### src/logic/debug_match_pkg.sv
/*
 * shared constants and carriers for the debug match unit: register map,
 * field positions, sequencer state codes and cpu-side bus structs.
 * assumes a 32-bit apb slave and a cpu with a 24-bit byte address space.
 */
`default_nettype none
package debug_match_pkg;
   // ==========================================================
   // register byte offsets (word aligned)
   localparam logic [7:0] OFS_CTRL1 = 8'h00; // first_debug_control_reg
   localparam logic [7:0] OFS_RANGE = 8'h04; // range_control_reg
   localparam logic [7:0] OFS_CTL_A = 8'h08; // comparator a control
   localparam logic [7:0] OFS_ADR_A = 8'h0C; // comparator a address
   localparam logic [7:0] OFS_CTL_B = 8'h10;
   localparam logic [7:0] OFS_ADR_B = 8'h14;
   localparam logic [7:0] OFS_CTL_D = 8'h18;
   localparam logic [7:0] OFS_ADR_D = 8'h1C;
   localparam logic [7:0] OFS_DATA_A = 8'h20; // data_byte_compare_0..3
   localparam logic [7:0] OFS_MASK_A = 8'h24; // per-bit mask, 1 = compared
   localparam logic [7:0] OFS_SEQ = 8'h28; // event target states
   localparam logic [7:0] OFS_STATUS = 8'h2C; // read only
   // ==========================================================
   // first_debug_control_reg bits
   localparam int ARM_BIT = 0;
   localparam int FORCE_FINAL_BIT = 1; // force_final_bit, self clearing
   localparam int EXT_EN_BIT = 2;
   localparam int BRK_EN_BIT = 3;
   // comparator control bits
   localparam int CMP_EN_BIT = 0;
   localparam int DIR_SEL_BIT = 3; // 0 = writes, 1 = reads
   localparam int QUALIFY_BIT = 2; // access_type_qualify
   localparam int OPCODE_SEL_BIT = 5; // opcode_select_bit
   localparam int RANGE_EN_BIT = 0;
   localparam int SEQ_FIELD_W = 3; // one target per event source
   localparam logic [31:0] RESET_WORD = 32'h0000_0000;
   // ==========================================================
   // access sizes
   localparam logic [1:0] SIZE_8 = 2'h0;
   localparam logic [1:0] SIZE_16 = 2'h1;
   localparam logic [1:0] SIZE_32 = 2'h2;
   // sequencer states; idle_state is the disarmed rest point
   typedef enum logic [2:0] {
      IDLE_STATE = 3'b000,
      STATE_1 = 3'b001,
      STATE_2 = 3'b010,
      STATE_3 = 3'b011,
      FINAL_STATE = 3'b100
   } seq_state_type;
   // cpu data access, data right aligned, first byte most significant
   typedef struct packed {
      logic valid;
      logic write;
      logic [1:0] size;
      logic [23:0] addr;
      logic [31:0] data;
   } data_access_type;
   // opcode reaching the execution stage
   typedef struct packed {
      logic valid;
      logic [23:0] pc;
   } opcode_exec_type;
endpackage
`default_nettype wire

### src/logic/debug_match_unit.sv
/*
 * debug_match_unit: three address comparators (a, b, d; a also compares
 * data), a state sequencer and an apb register file.
 * assumes cpu buses on sys_clk_i, word-crossing accesses presented whole in one cycle,
 * and an asynchronous external event pin.
 */
// Design decisions made here: the APB register port and the register addresses.
`timescale 1ns/1ns
`default_nettype none
module debug_match_unit
   import debug_match_pkg::*;
(
   input wire logic sys_clk_i, // 100 MHz cpu clock
   input wire logic rst_i, // async, active high
   input wire logic [7:0] paddr_i,
   input wire logic psel_i,
   input wire logic penable_i,
   input wire logic pwrite_i,
   input wire logic [31:0] pwdata_i,
   output logic [31:0] prdata_o,
   output logic pready_o,
   output logic pslverr_o,
   input wire data_access_type data_access_i, // cpu data bus
   input wire opcode_exec_type opcode_exec_i, // cpu execution stage
   input wire logic ext_event_i, // asynchronous pin
   output logic [3:0] match_o, // channel pulses, bit 2 unused
   output logic breakpoint_o, // one-cycle request to the cpu
   output logic armed_o
);
   // ==========================================================
   // helper functions
   // number of bytes of an access
   function automatic logic [2:0] nbytes(input logic [1:0] size);
      case (size)
         SIZE_8: nbytes = 3'd1;
         SIZE_16: nbytes = 3'd2;
         default: nbytes = 3'd4;
      endcase
   endfunction
   // true when the byte at ref lies inside the access span
   function automatic logic span_hit(input logic [23:0] base, input logic [1:0] size,
                                     input logic [23:0] ref_addr);
      logic [23:0] off;
      off = ref_addr - base; // wraps, so one compare is enough
      span_hit = off < {21'h0, nbytes(size)};
   endfunction
   // lane based data compare of comparator a
   function automatic logic data_hit(input data_access_type a, input logic [31:0] ref_word,
                                     input logic [31:0] mask);
      logic [3:0] seen;
      logic ok;
      logic [1:0] lane;
      logic [7:0] got;
      logic [7:0] want;
      logic [7:0] msk;
      logic [2:0] n;
      seen = 4'h0;
      ok = 1'b1;
      n = nbytes(a.size);
      for (int k = 0; k < 4; k++) begin
         if (k < int'(n)) begin
            // lane wraps to 0 past lane 3, so a spill uses byte register 0
            lane = 2'(int'(a.addr[1:0]) + k);
            got = 8'(a.data >> (8 * (int'(n) - 1 - k)));
            want = 8'(ref_word >> (8 * (3 - int'(lane))));
            msk = 8'(mask >> (8 * (3 - int'(lane))));
            if (((got ^ want) & msk) != 8'h00) begin
               ok = 1'b0;
            end
            seen[lane] = 1'b1;
         end
      end
      // a compared lane that the access never touched cannot match
      for (int l = 0; l < 4; l++) begin
         if ((8'(mask >> (8 * (3 - l))) != 8'h00) && !seen[l]) begin
            ok = 1'b0;
         end
      end
      data_hit = ok;
   endfunction
   // direction qualification, shared by all comparators
   function automatic logic dir_ok(input logic [7:0] ctl, input logic wr);
      dir_ok = !ctl[QUALIFY_BIT] || (ctl[DIR_SEL_BIT] == !wr);
   endfunction
   // exact match of one comparator
   function automatic logic exact_hit(input logic [7:0] ctl, input logic [23:0] cadr,
                                      input data_access_type a, input opcode_exec_type o);
      if (!ctl[CMP_EN_BIT]) begin
         exact_hit = 1'b0;
      end else if (ctl[OPCODE_SEL_BIT]) begin
         exact_hit = o.valid && (o.pc == cadr);
      end else begin
         exact_hit = a.valid && span_hit(a.addr, a.size, cadr) && dir_ok(ctl, a.write);
      end
   endfunction

   // ==========================================================
   // registers
   logic arm_q; // armed flag
   logic ext_en_q; // external event may move the sequencer
   logic brk_en_q; // final state raises a breakpoint
   logic force_q; // force_final_bit request, one cycle
   logic range_en_q; // a/b pair in inside-range mode
   logic [7:0] ctl_a_q, ctl_b_q, ctl_d_q;
   logic [23:0] adr_a_q, adr_b_q, adr_d_q;
   logic [31:0] data_a_q; // data_byte_compare_0 in bits 31:24
   logic [31:0] mask_a_q; // 1 = bit compared
   logic [4*SEQ_FIELD_W-1:0] seq_q; // targets: match0, match1, match3, ext
   seq_state_type state_q;
   logic [3:0] match_q;
   logic brk_q;
   logic pready_q;
   logic pslverr_q;
   logic [31:0] prdata_q;

   // ==========================================================
   // apb slave, one wait state so read data comes from a flop
   logic apb_take; // first access cycle
   logic apb_done; // completing edge
   logic mapped;
   logic [31:0] rd_word;
   assign apb_take = psel_i && penable_i && !pready_q;
   assign apb_done = psel_i && penable_i && pready_q;
   // read mux and decode
   always_comb begin
      mapped = 1'b1;
      rd_word = RESET_WORD;
      case (paddr_i)
         OFS_CTRL1: rd_word = {28'h0, brk_en_q, ext_en_q, 1'b0, arm_q};
         OFS_RANGE: rd_word = {31'h0, range_en_q};
         OFS_CTL_A: rd_word = {24'h0, ctl_a_q};
         OFS_ADR_A: rd_word = {8'h0, adr_a_q};
         OFS_CTL_B: rd_word = {24'h0, ctl_b_q};
         OFS_ADR_B: rd_word = {8'h0, adr_b_q};
         OFS_CTL_D: rd_word = {24'h0, ctl_d_q};
         OFS_ADR_D: rd_word = {8'h0, adr_d_q};
         OFS_DATA_A: rd_word = data_a_q;
         OFS_MASK_A: rd_word = mask_a_q;
         OFS_SEQ: rd_word = {20'h0, seq_q};
         OFS_STATUS: rd_word = {27'h0, arm_q, 1'b0, state_q};
         default: mapped = 1'b0; // unmapped: error, reads zero
      endcase
   end
   // answer flops
   always_ff @(posedge sys_clk_i or posedge rst_i) begin
      if (rst_i) begin
         pready_q <= 1'b0;
         pslverr_q <= 1'b0;
         prdata_q <= RESET_WORD;
      end else begin
         pready_q <= apb_take;
         pslverr_q <= apb_take && !mapped;
         if (apb_take && !pwrite_i) begin
            prdata_q <= rd_word;
         end
      end
   end
   logic wr_en; // write at the completing edge
   logic cfg_wr; // comparator set-up only while disarmed
   assign wr_en = apb_done && pwrite_i && mapped;
   assign cfg_wr = wr_en && !arm_q;

   // ==========================================================
   // comparator configuration
   always_ff @(posedge sys_clk_i or posedge rst_i) begin
      if (rst_i) begin
         ctl_a_q <= 8'h00;
         ctl_b_q <= 8'h00;
         ctl_d_q <= 8'h00;
         adr_a_q <= 24'h00_0000;
         adr_b_q <= 24'h00_0000;
         adr_d_q <= 24'h00_0000;
         data_a_q <= RESET_WORD;
         mask_a_q <= RESET_WORD;
         range_en_q <= 1'b0;
         seq_q <= '0;
      end else if (cfg_wr) begin
         case (paddr_i)
            OFS_CTL_A: ctl_a_q <= pwdata_i[7:0];
            OFS_ADR_A: adr_a_q <= pwdata_i[23:0];
            OFS_CTL_B: ctl_b_q <= pwdata_i[7:0];
            OFS_ADR_B: adr_b_q <= pwdata_i[23:0];
            OFS_CTL_D: ctl_d_q <= pwdata_i[7:0];
            OFS_ADR_D: adr_d_q <= pwdata_i[23:0];
            OFS_DATA_A: data_a_q <= pwdata_i;
            OFS_MASK_A: mask_a_q <= pwdata_i;
            OFS_RANGE: range_en_q <= pwdata_i[RANGE_EN_BIT];
            OFS_SEQ: seq_q <= pwdata_i[4*SEQ_FIELD_W-1:0];
            default: ; // status and control handled elsewhere
         endcase
      end
   end

   // ==========================================================
   // external event pin: three flops, change once stages 2 and 3 agree
   logic ext_s1_q, ext_s2_q, ext_s3_q, ext_lvl_q;
   logic ext_rise;
   always_ff @(posedge sys_clk_i or posedge rst_i) begin
      if (rst_i) begin
         ext_s1_q <= 1'b0;
         ext_s2_q <= 1'b0;
         ext_s3_q <= 1'b0;
         ext_lvl_q <= 1'b0;
      end else begin
         ext_s1_q <= ext_event_i;
         ext_s2_q <= ext_s1_q;
         ext_s3_q <= ext_s2_q;
         if (ext_s2_q == ext_s3_q) begin
            ext_lvl_q <= ext_s3_q; // filters one-cycle glitches
         end
      end
   end
   assign ext_rise = (ext_s2_q == ext_s3_q) && ext_s3_q && !ext_lvl_q;

   // ==========================================================
   // match evaluation
   logic hit_a, hit_b, hit_d, hit_rng;
   logic [2:0] nb;
   logic [23:0] last_byte;
   assign nb = nbytes(data_access_i.size);
   assign last_byte = data_access_i.addr + {21'h0, nb} - 24'h00_0001;
   // data compare applies only in data mode; all-clear mask means address only
   assign hit_a = exact_hit(ctl_a_q, adr_a_q, data_access_i, opcode_exec_i) &&
                  (ctl_a_q[OPCODE_SEL_BIT] || data_hit(data_access_i, data_a_q, mask_a_q));
   assign hit_b = exact_hit(ctl_b_q, adr_b_q, data_access_i, opcode_exec_i);
   assign hit_d = exact_hit(ctl_d_q, adr_d_q, data_access_i, opcode_exec_i);
   // inside range uses comparator a set-up; b only gives the upper bound
   always_comb begin
      if (!ctl_a_q[CMP_EN_BIT]) begin
         hit_rng = 1'b0;
      end else if (ctl_a_q[OPCODE_SEL_BIT]) begin
         hit_rng = opcode_exec_i.valid && (opcode_exec_i.pc >= adr_a_q) && (opcode_exec_i.pc <= adr_b_q);
      end else begin
         hit_rng = data_access_i.valid && dir_ok(ctl_a_q, data_access_i.write) &&
                   (data_access_i.addr <= adr_b_q) && (last_byte >= adr_a_q) &&
                   data_hit(data_access_i, data_a_q, mask_a_q);
      end
   end
   // registered one-cycle pulses, only while armed
   always_ff @(posedge sys_clk_i or posedge rst_i) begin
      if (rst_i) begin
         match_q <= 4'h0;
      end else if (!arm_q) begin
         match_q <= 4'h0;
      end else begin
         match_q[0] <= range_en_q ? hit_rng : hit_a;
         match_q[1] <= range_en_q ? 1'b0 : hit_b;
         match_q[2] <= 1'b0;
         match_q[3] <= hit_d;
      end
   end

   // ==========================================================
   // state sequencer; a match is an event only, data is never rechecked
   logic [SEQ_FIELD_W-1:0] tgt; // chosen target code, 0 = no move
   always_comb begin
      tgt = '0;
      if (ext_en_q && ext_rise) begin
         tgt = seq_q[3*SEQ_FIELD_W +: SEQ_FIELD_W];
      end else if (match_q[3]) begin
         tgt = seq_q[2*SEQ_FIELD_W +: SEQ_FIELD_W];
      end else if (match_q[1]) begin
         tgt = seq_q[SEQ_FIELD_W +: SEQ_FIELD_W];
      end else if (match_q[0]) begin
         tgt = seq_q[0 +: SEQ_FIELD_W];
      end
   end
   logic arm_wr; // software write of ctrl1
   assign arm_wr = wr_en && (paddr_i == OFS_CTRL1);
   always_ff @(posedge sys_clk_i or posedge rst_i) begin
      if (rst_i) begin
         state_q <= IDLE_STATE;
      end else begin
         case (state_q)
            IDLE_STATE: begin
               if (arm_wr && pwdata_i[ARM_BIT]) begin
                  state_q <= STATE_1;
               end
            end
            STATE_1, STATE_2, STATE_3: begin
               if (!arm_q) begin
                  state_q <= IDLE_STATE; // software disarm
               end else if (force_q) begin
                  state_q <= FINAL_STATE;
               end else if (tgt >= SEQ_FIELD_W'(FINAL_STATE)) begin
                  state_q <= FINAL_STATE;
               end else if (tgt != '0) begin
                  state_q <= seq_state_type'(tgt);
               end
            end
            FINAL_STATE: state_q <= IDLE_STATE;
            default: state_q <= IDLE_STATE;
         endcase
      end
   end
   // control register and breakpoint
   always_ff @(posedge sys_clk_i or posedge rst_i) begin
      if (rst_i) begin
         arm_q <= 1'b0;
         ext_en_q <= 1'b0;
         brk_en_q <= 1'b0;
         force_q <= 1'b0;
         brk_q <= 1'b0;
      end else begin
         force_q <= arm_wr && pwdata_i[FORCE_FINAL_BIT] && arm_q;
         brk_q <= (state_q == FINAL_STATE) && brk_en_q;
         if (state_q == FINAL_STATE) begin
            arm_q <= 1'b0; // hardware disarm wins over a write
         end else if (arm_wr) begin
            arm_q <= pwdata_i[ARM_BIT];
         end
         if (arm_wr) begin
            ext_en_q <= pwdata_i[EXT_EN_BIT];
            brk_en_q <= pwdata_i[BRK_EN_BIT];
         end
      end
   end
   assign match_o = match_q;
   assign breakpoint_o = brk_q;
   assign armed_o = arm_q;
   assign prdata_o = prdata_q;
   assign pready_o = pready_q;
   assign pslverr_o = pslverr_q;
endmodule // debug_match_unit
`default_nettype wire

### config.mk
export PLATFORM = sky130hd
export DESIGN_NAME = debug_match_unit
export DESIGN_NICKNAME = d
export VERILOG_FILES = /design/src/logic/debug_match_pkg.sv /design/src/logic/debug_match_unit.sv
export SDC_FILE = /design/constraint.sdc
export NUM_CORES = 1
export LEC_CHECK = 0
export BUFFER_PORTS_ARGS = -buffer_cell sky130_fd_sc_hd__buf_4
export CAP_MARGIN = 20
export CELL_PAD_IN_SITES_DETAIL_PLACEMENT = 0
export CELL_PAD_IN_SITES_GLOBAL_PLACEMENT = 1
export CORE_MARGIN = 8
export CORE_UTILIZATION = 49
export CTS_BUF_LIST = sky130_fd_sc_hd__clkbuf_4
export DETAILED_ROUTE_END_ITERATION = 10
export MAX_ROUTING_LAYER = met4
export PLACE_DENSITY = 0.9
export RECOVER_POWER = 50
export SYNTH_ARGS = -nofsm -noshare
export SYNTH_HDL_FRONTEND = slang
export SYNTH_SLANG_ARGS = --single-unit
### constraint.sdc
create_clock -name sys_clk_i -period 8.8 [get_ports sys_clk_i]
set_clock_uncertainty 0.2 [all_clocks]
set_input_delay 0.44 -clock sys_clk_i [delete_from_list [all_inputs] [get_ports sys_clk_i]]
set_output_delay 0.44 -clock sys_clk_i [all_outputs]
set_load 0.01 [all_outputs]
==> results.json <==
{
  "clock.fmax_mhz": 154,
  "rr_worst_depth": 15,
  "dr.pass1.iters": 8,
  "synth_edf_count": 0,
  "mostFrequentLayoutCells": "222 x dfrtp_1, 179 x ha_1, 166 x mux2_1, 141 x buf_4, 135 x nor2_1",
  "gp_congestion": 1.03,
  "cts_buffers": 53,
  "num_vias": 18200,
  "setup-tns-final_ps": 0,
  "holdBufCountCts": 40,
  "status": "finished with violations",
  "grt_use_total_pct": 32.2,
  "end_kind": "async pin",
  "io_pins": 171,
  "final_common_cell": "dfrtp_1",
  "grt_max_degree": 142,
  "postCtsSetupBuffers": 0,
  "place_area_um2": 21100,
  "min_path_cells": 5,
  "finalInstanceArea_um2": 22000,
  "worstPathArrival_ps": 6790,
  "crit_path_top_delay_cell": "clkinvlp_2",
  "crit_path_max_fanout": 141,
  "hold_viol": 0,
  "route.detailed.drc": 0,
  "crit_chain": "dlygate4sd3_1 > clkbuf_4 > clkinvlp_2 > clkbuf_1 > clkbuf_2",
  "worstMarginPinSlew_ps": 6070,
  "synthesis.nets": 2309,
  "start_kind": "input port",
  "violations": "max-capacitance violations, max-slew violations",
  "cts-root-buf": "clkbuf_4",
  "drive_gt1_share_pct": 14.8,
  "post_cts_resize_count": 0,
  "antenna_found_initial": 5,
  "hpwlAfterDp_mm": 58.5,
  "syn-cell-area_um2": 19400,
  "wl_per_cell_um": 27.2,
  "wl_mm": 74.9,
  "die_width_um": 215,
  "first_global_vias": 17600,
  "portBuffers": 169,
  "yosysSeqAreaShare_pct": 28.7,
  "synth_ff_type": "dfrtp_1",
  "initial_utilization_pct": 49.3,
  "synthCells": 1995,
  "timing.final.max_slew_violations": 243,
  "synth_seq_cells": 222,
  "place_ws_ps": 1780,
  "fin_ws_ps": 2320,
  "cts_htree_levels": 2,
  "pwr_density_cell_nw_per_um2": 114,
  "die-height_um": 215,
  "rsz0062_at_grt": "false",
  "drt_iter0_markers": 2586,
  "dieArea_um2": 46200,
  "grt_pass1_wl_mm": 112,
  "period_minus_slack_ps": 6480,
  "area_growth_syn_to_layout_pct": 13.5,
  "finalCritPeriodShare_pct": 73.6,
  "slowest_delay_ps": 3340,
  "yosys.cell_types.count": 79,
  "peakVddDrop_uv": 118,
  "grt_remaining_overflow": 0,
  "worstPathRequired_ps": 9110,
  "core-area_um2": 39400,
  "leakage_uw": 0.0100,
  "cts_buffer_depth": 3,
  "cts_tree": "done",
  "maxCapViolCount": 3,
  "clock_latency_ps": 720,
  "antenna_left": 0,
  "min_path_type": "in -> reg",
  "synth_warnings": 0,
  "maxSlewHeadroom_pct": -307,
  "final_nets": 2503,
  "placementRows": 73,
  "synthArstFlopShare_pct": 100,
  "syn_area_per_cell_um2": 9.72,
  "setup_viol": 0,
  "fin_util_pct": 55.9,
  "clkSlewWorstSetupHoldPaths_ps": 60,
  "cts_sinks": 222,
  "worstSetupPathType": "in -> async",
  "vias_per_cell": 6.60
}
[path summary, 6_finish.rpt]
| check | end | from | slack, ps |
|---|---|---|---|
| max | data_a_q[19] | rst_i | 2320 |
| max reg2reg | match_o[1] | adr_b_q[0] | 4530 |
| max in group sys_clk_i | match_o[0] | data_access_i[56] | 2340 |
| min | range_en_q | paddr_i[2] | 100 |
| min reg2reg | ext_s2_q | ext_s1_q | 160 |
| min in group asynchronous | pready_o | rst_i | 2030 |
[flip-flops by register name, indices dropped and copies added (netlist names), 3 cells and up]
| register | flops |
|---|---|
| adr_a_q | 24 |
| state_q | 3 |
| ctl_a_q | 8 |
| ctl_d_q | 8 |
| prdata_o | 32 |
| adr_d_q | 24 |
| match_o | 3 |
| ctl_b_q | 8 |
| adr_b_q | 24 |
| seq_q | 12 |
| mask_a_q | 32 |
| data_a_q | 32 |
[synthesized netlist by cell type (19+ instances only)]
library cell | n | area [µm²]
a211oi_1 | 20 | 150
a21o_1 | 30 | 225
a21oi_1 | 126 | 631
a221oi_1 | 20 | 175
a22oi_1 | 72 | 541
a31oi_1 | 27 | 169
clkbuf_1 | 62 | 233
dfrtp_1 | 222 | 5560
ha_1 | 179 | 2240
inv_1 | 114 | 428
mux2_1 | 166 | 1870
mux2i_1 | 19 | 190
mux4_2 | 72 | 1620
nand2_1 | 109 | 409
nand2b_1 | 23 | 144
nand3_1 | 40 | 200
nand4_1 | 32 | 200
nor2_1 | 137 | 514
nor3_1 | 40 | 200
nor4_1 | 19 | 119
o21ai_0 | 55 | 275
o21ai_1 | 23 | 115
xnor2_1 | 64 | 561
xor2_1 | 36 | 315
[critical path, delay by kind of cell]
family	cells	cell delay, ps
buf+inv	5	6170
[layout make-up]
type                    instances  area [µm²]
fillers                      3498       17400
well taps                     525         657
flip-flops and latches        222        5560
repair buffers                226        1640
clock inverters                15        90.1
diodes                          3        7.51
clock buffers                  75         563
multi-input cells            1569       13100
inverters                     117         440
[layer usage]
layer	part of all wire [%]	wire length [µm]	up-vias	track usage, %
met1	42	31300	8900	43.3
met5	0	0	-	-
met3	9.9	7430	167	6.69
met4	3.8	2880	0	10.5
met2	45	33400	1062	48.3
li1	-	-	8038	-
[power by group]
group          leakage, µW  internal, µW  switching (µW)  total [µW]
registers          0.00303          1050            22.8        1070
logic              0.00661           242             351         592
clock network     0.000391           421             424         845
[per-stage QoR]
| stage | hold slack (ps) | power, µW | cells |
|---|---|---|---|
| 2_1_floorplan | 131 | 1450 | 1995 |
| 3_3_place_gp | 145 | 1670 | 2617 |
| 3_5_place_dp | 136 | 1680 | 2617 |
| 4_1_cts | 71.4 | 2530 | 2747 |
| 5_1_grt | 90.8 | 2630 | 2752 |
| 6_report | 96.6 | 2510 | 2752 |
[logic make-up after synthesis]
kind of cell	after synthesis	share of synthesized area, %
compound gates	517	18.1
simple gates	496	12.8
mux	272	19.9
flops	222	28.7
buf+inv	204	4.08
fa+ha+maj	183	12.0
xor+xnor	100	4.52
other cells	1	0.0193
Note: power is estimated with default switching activity, not from simulation.
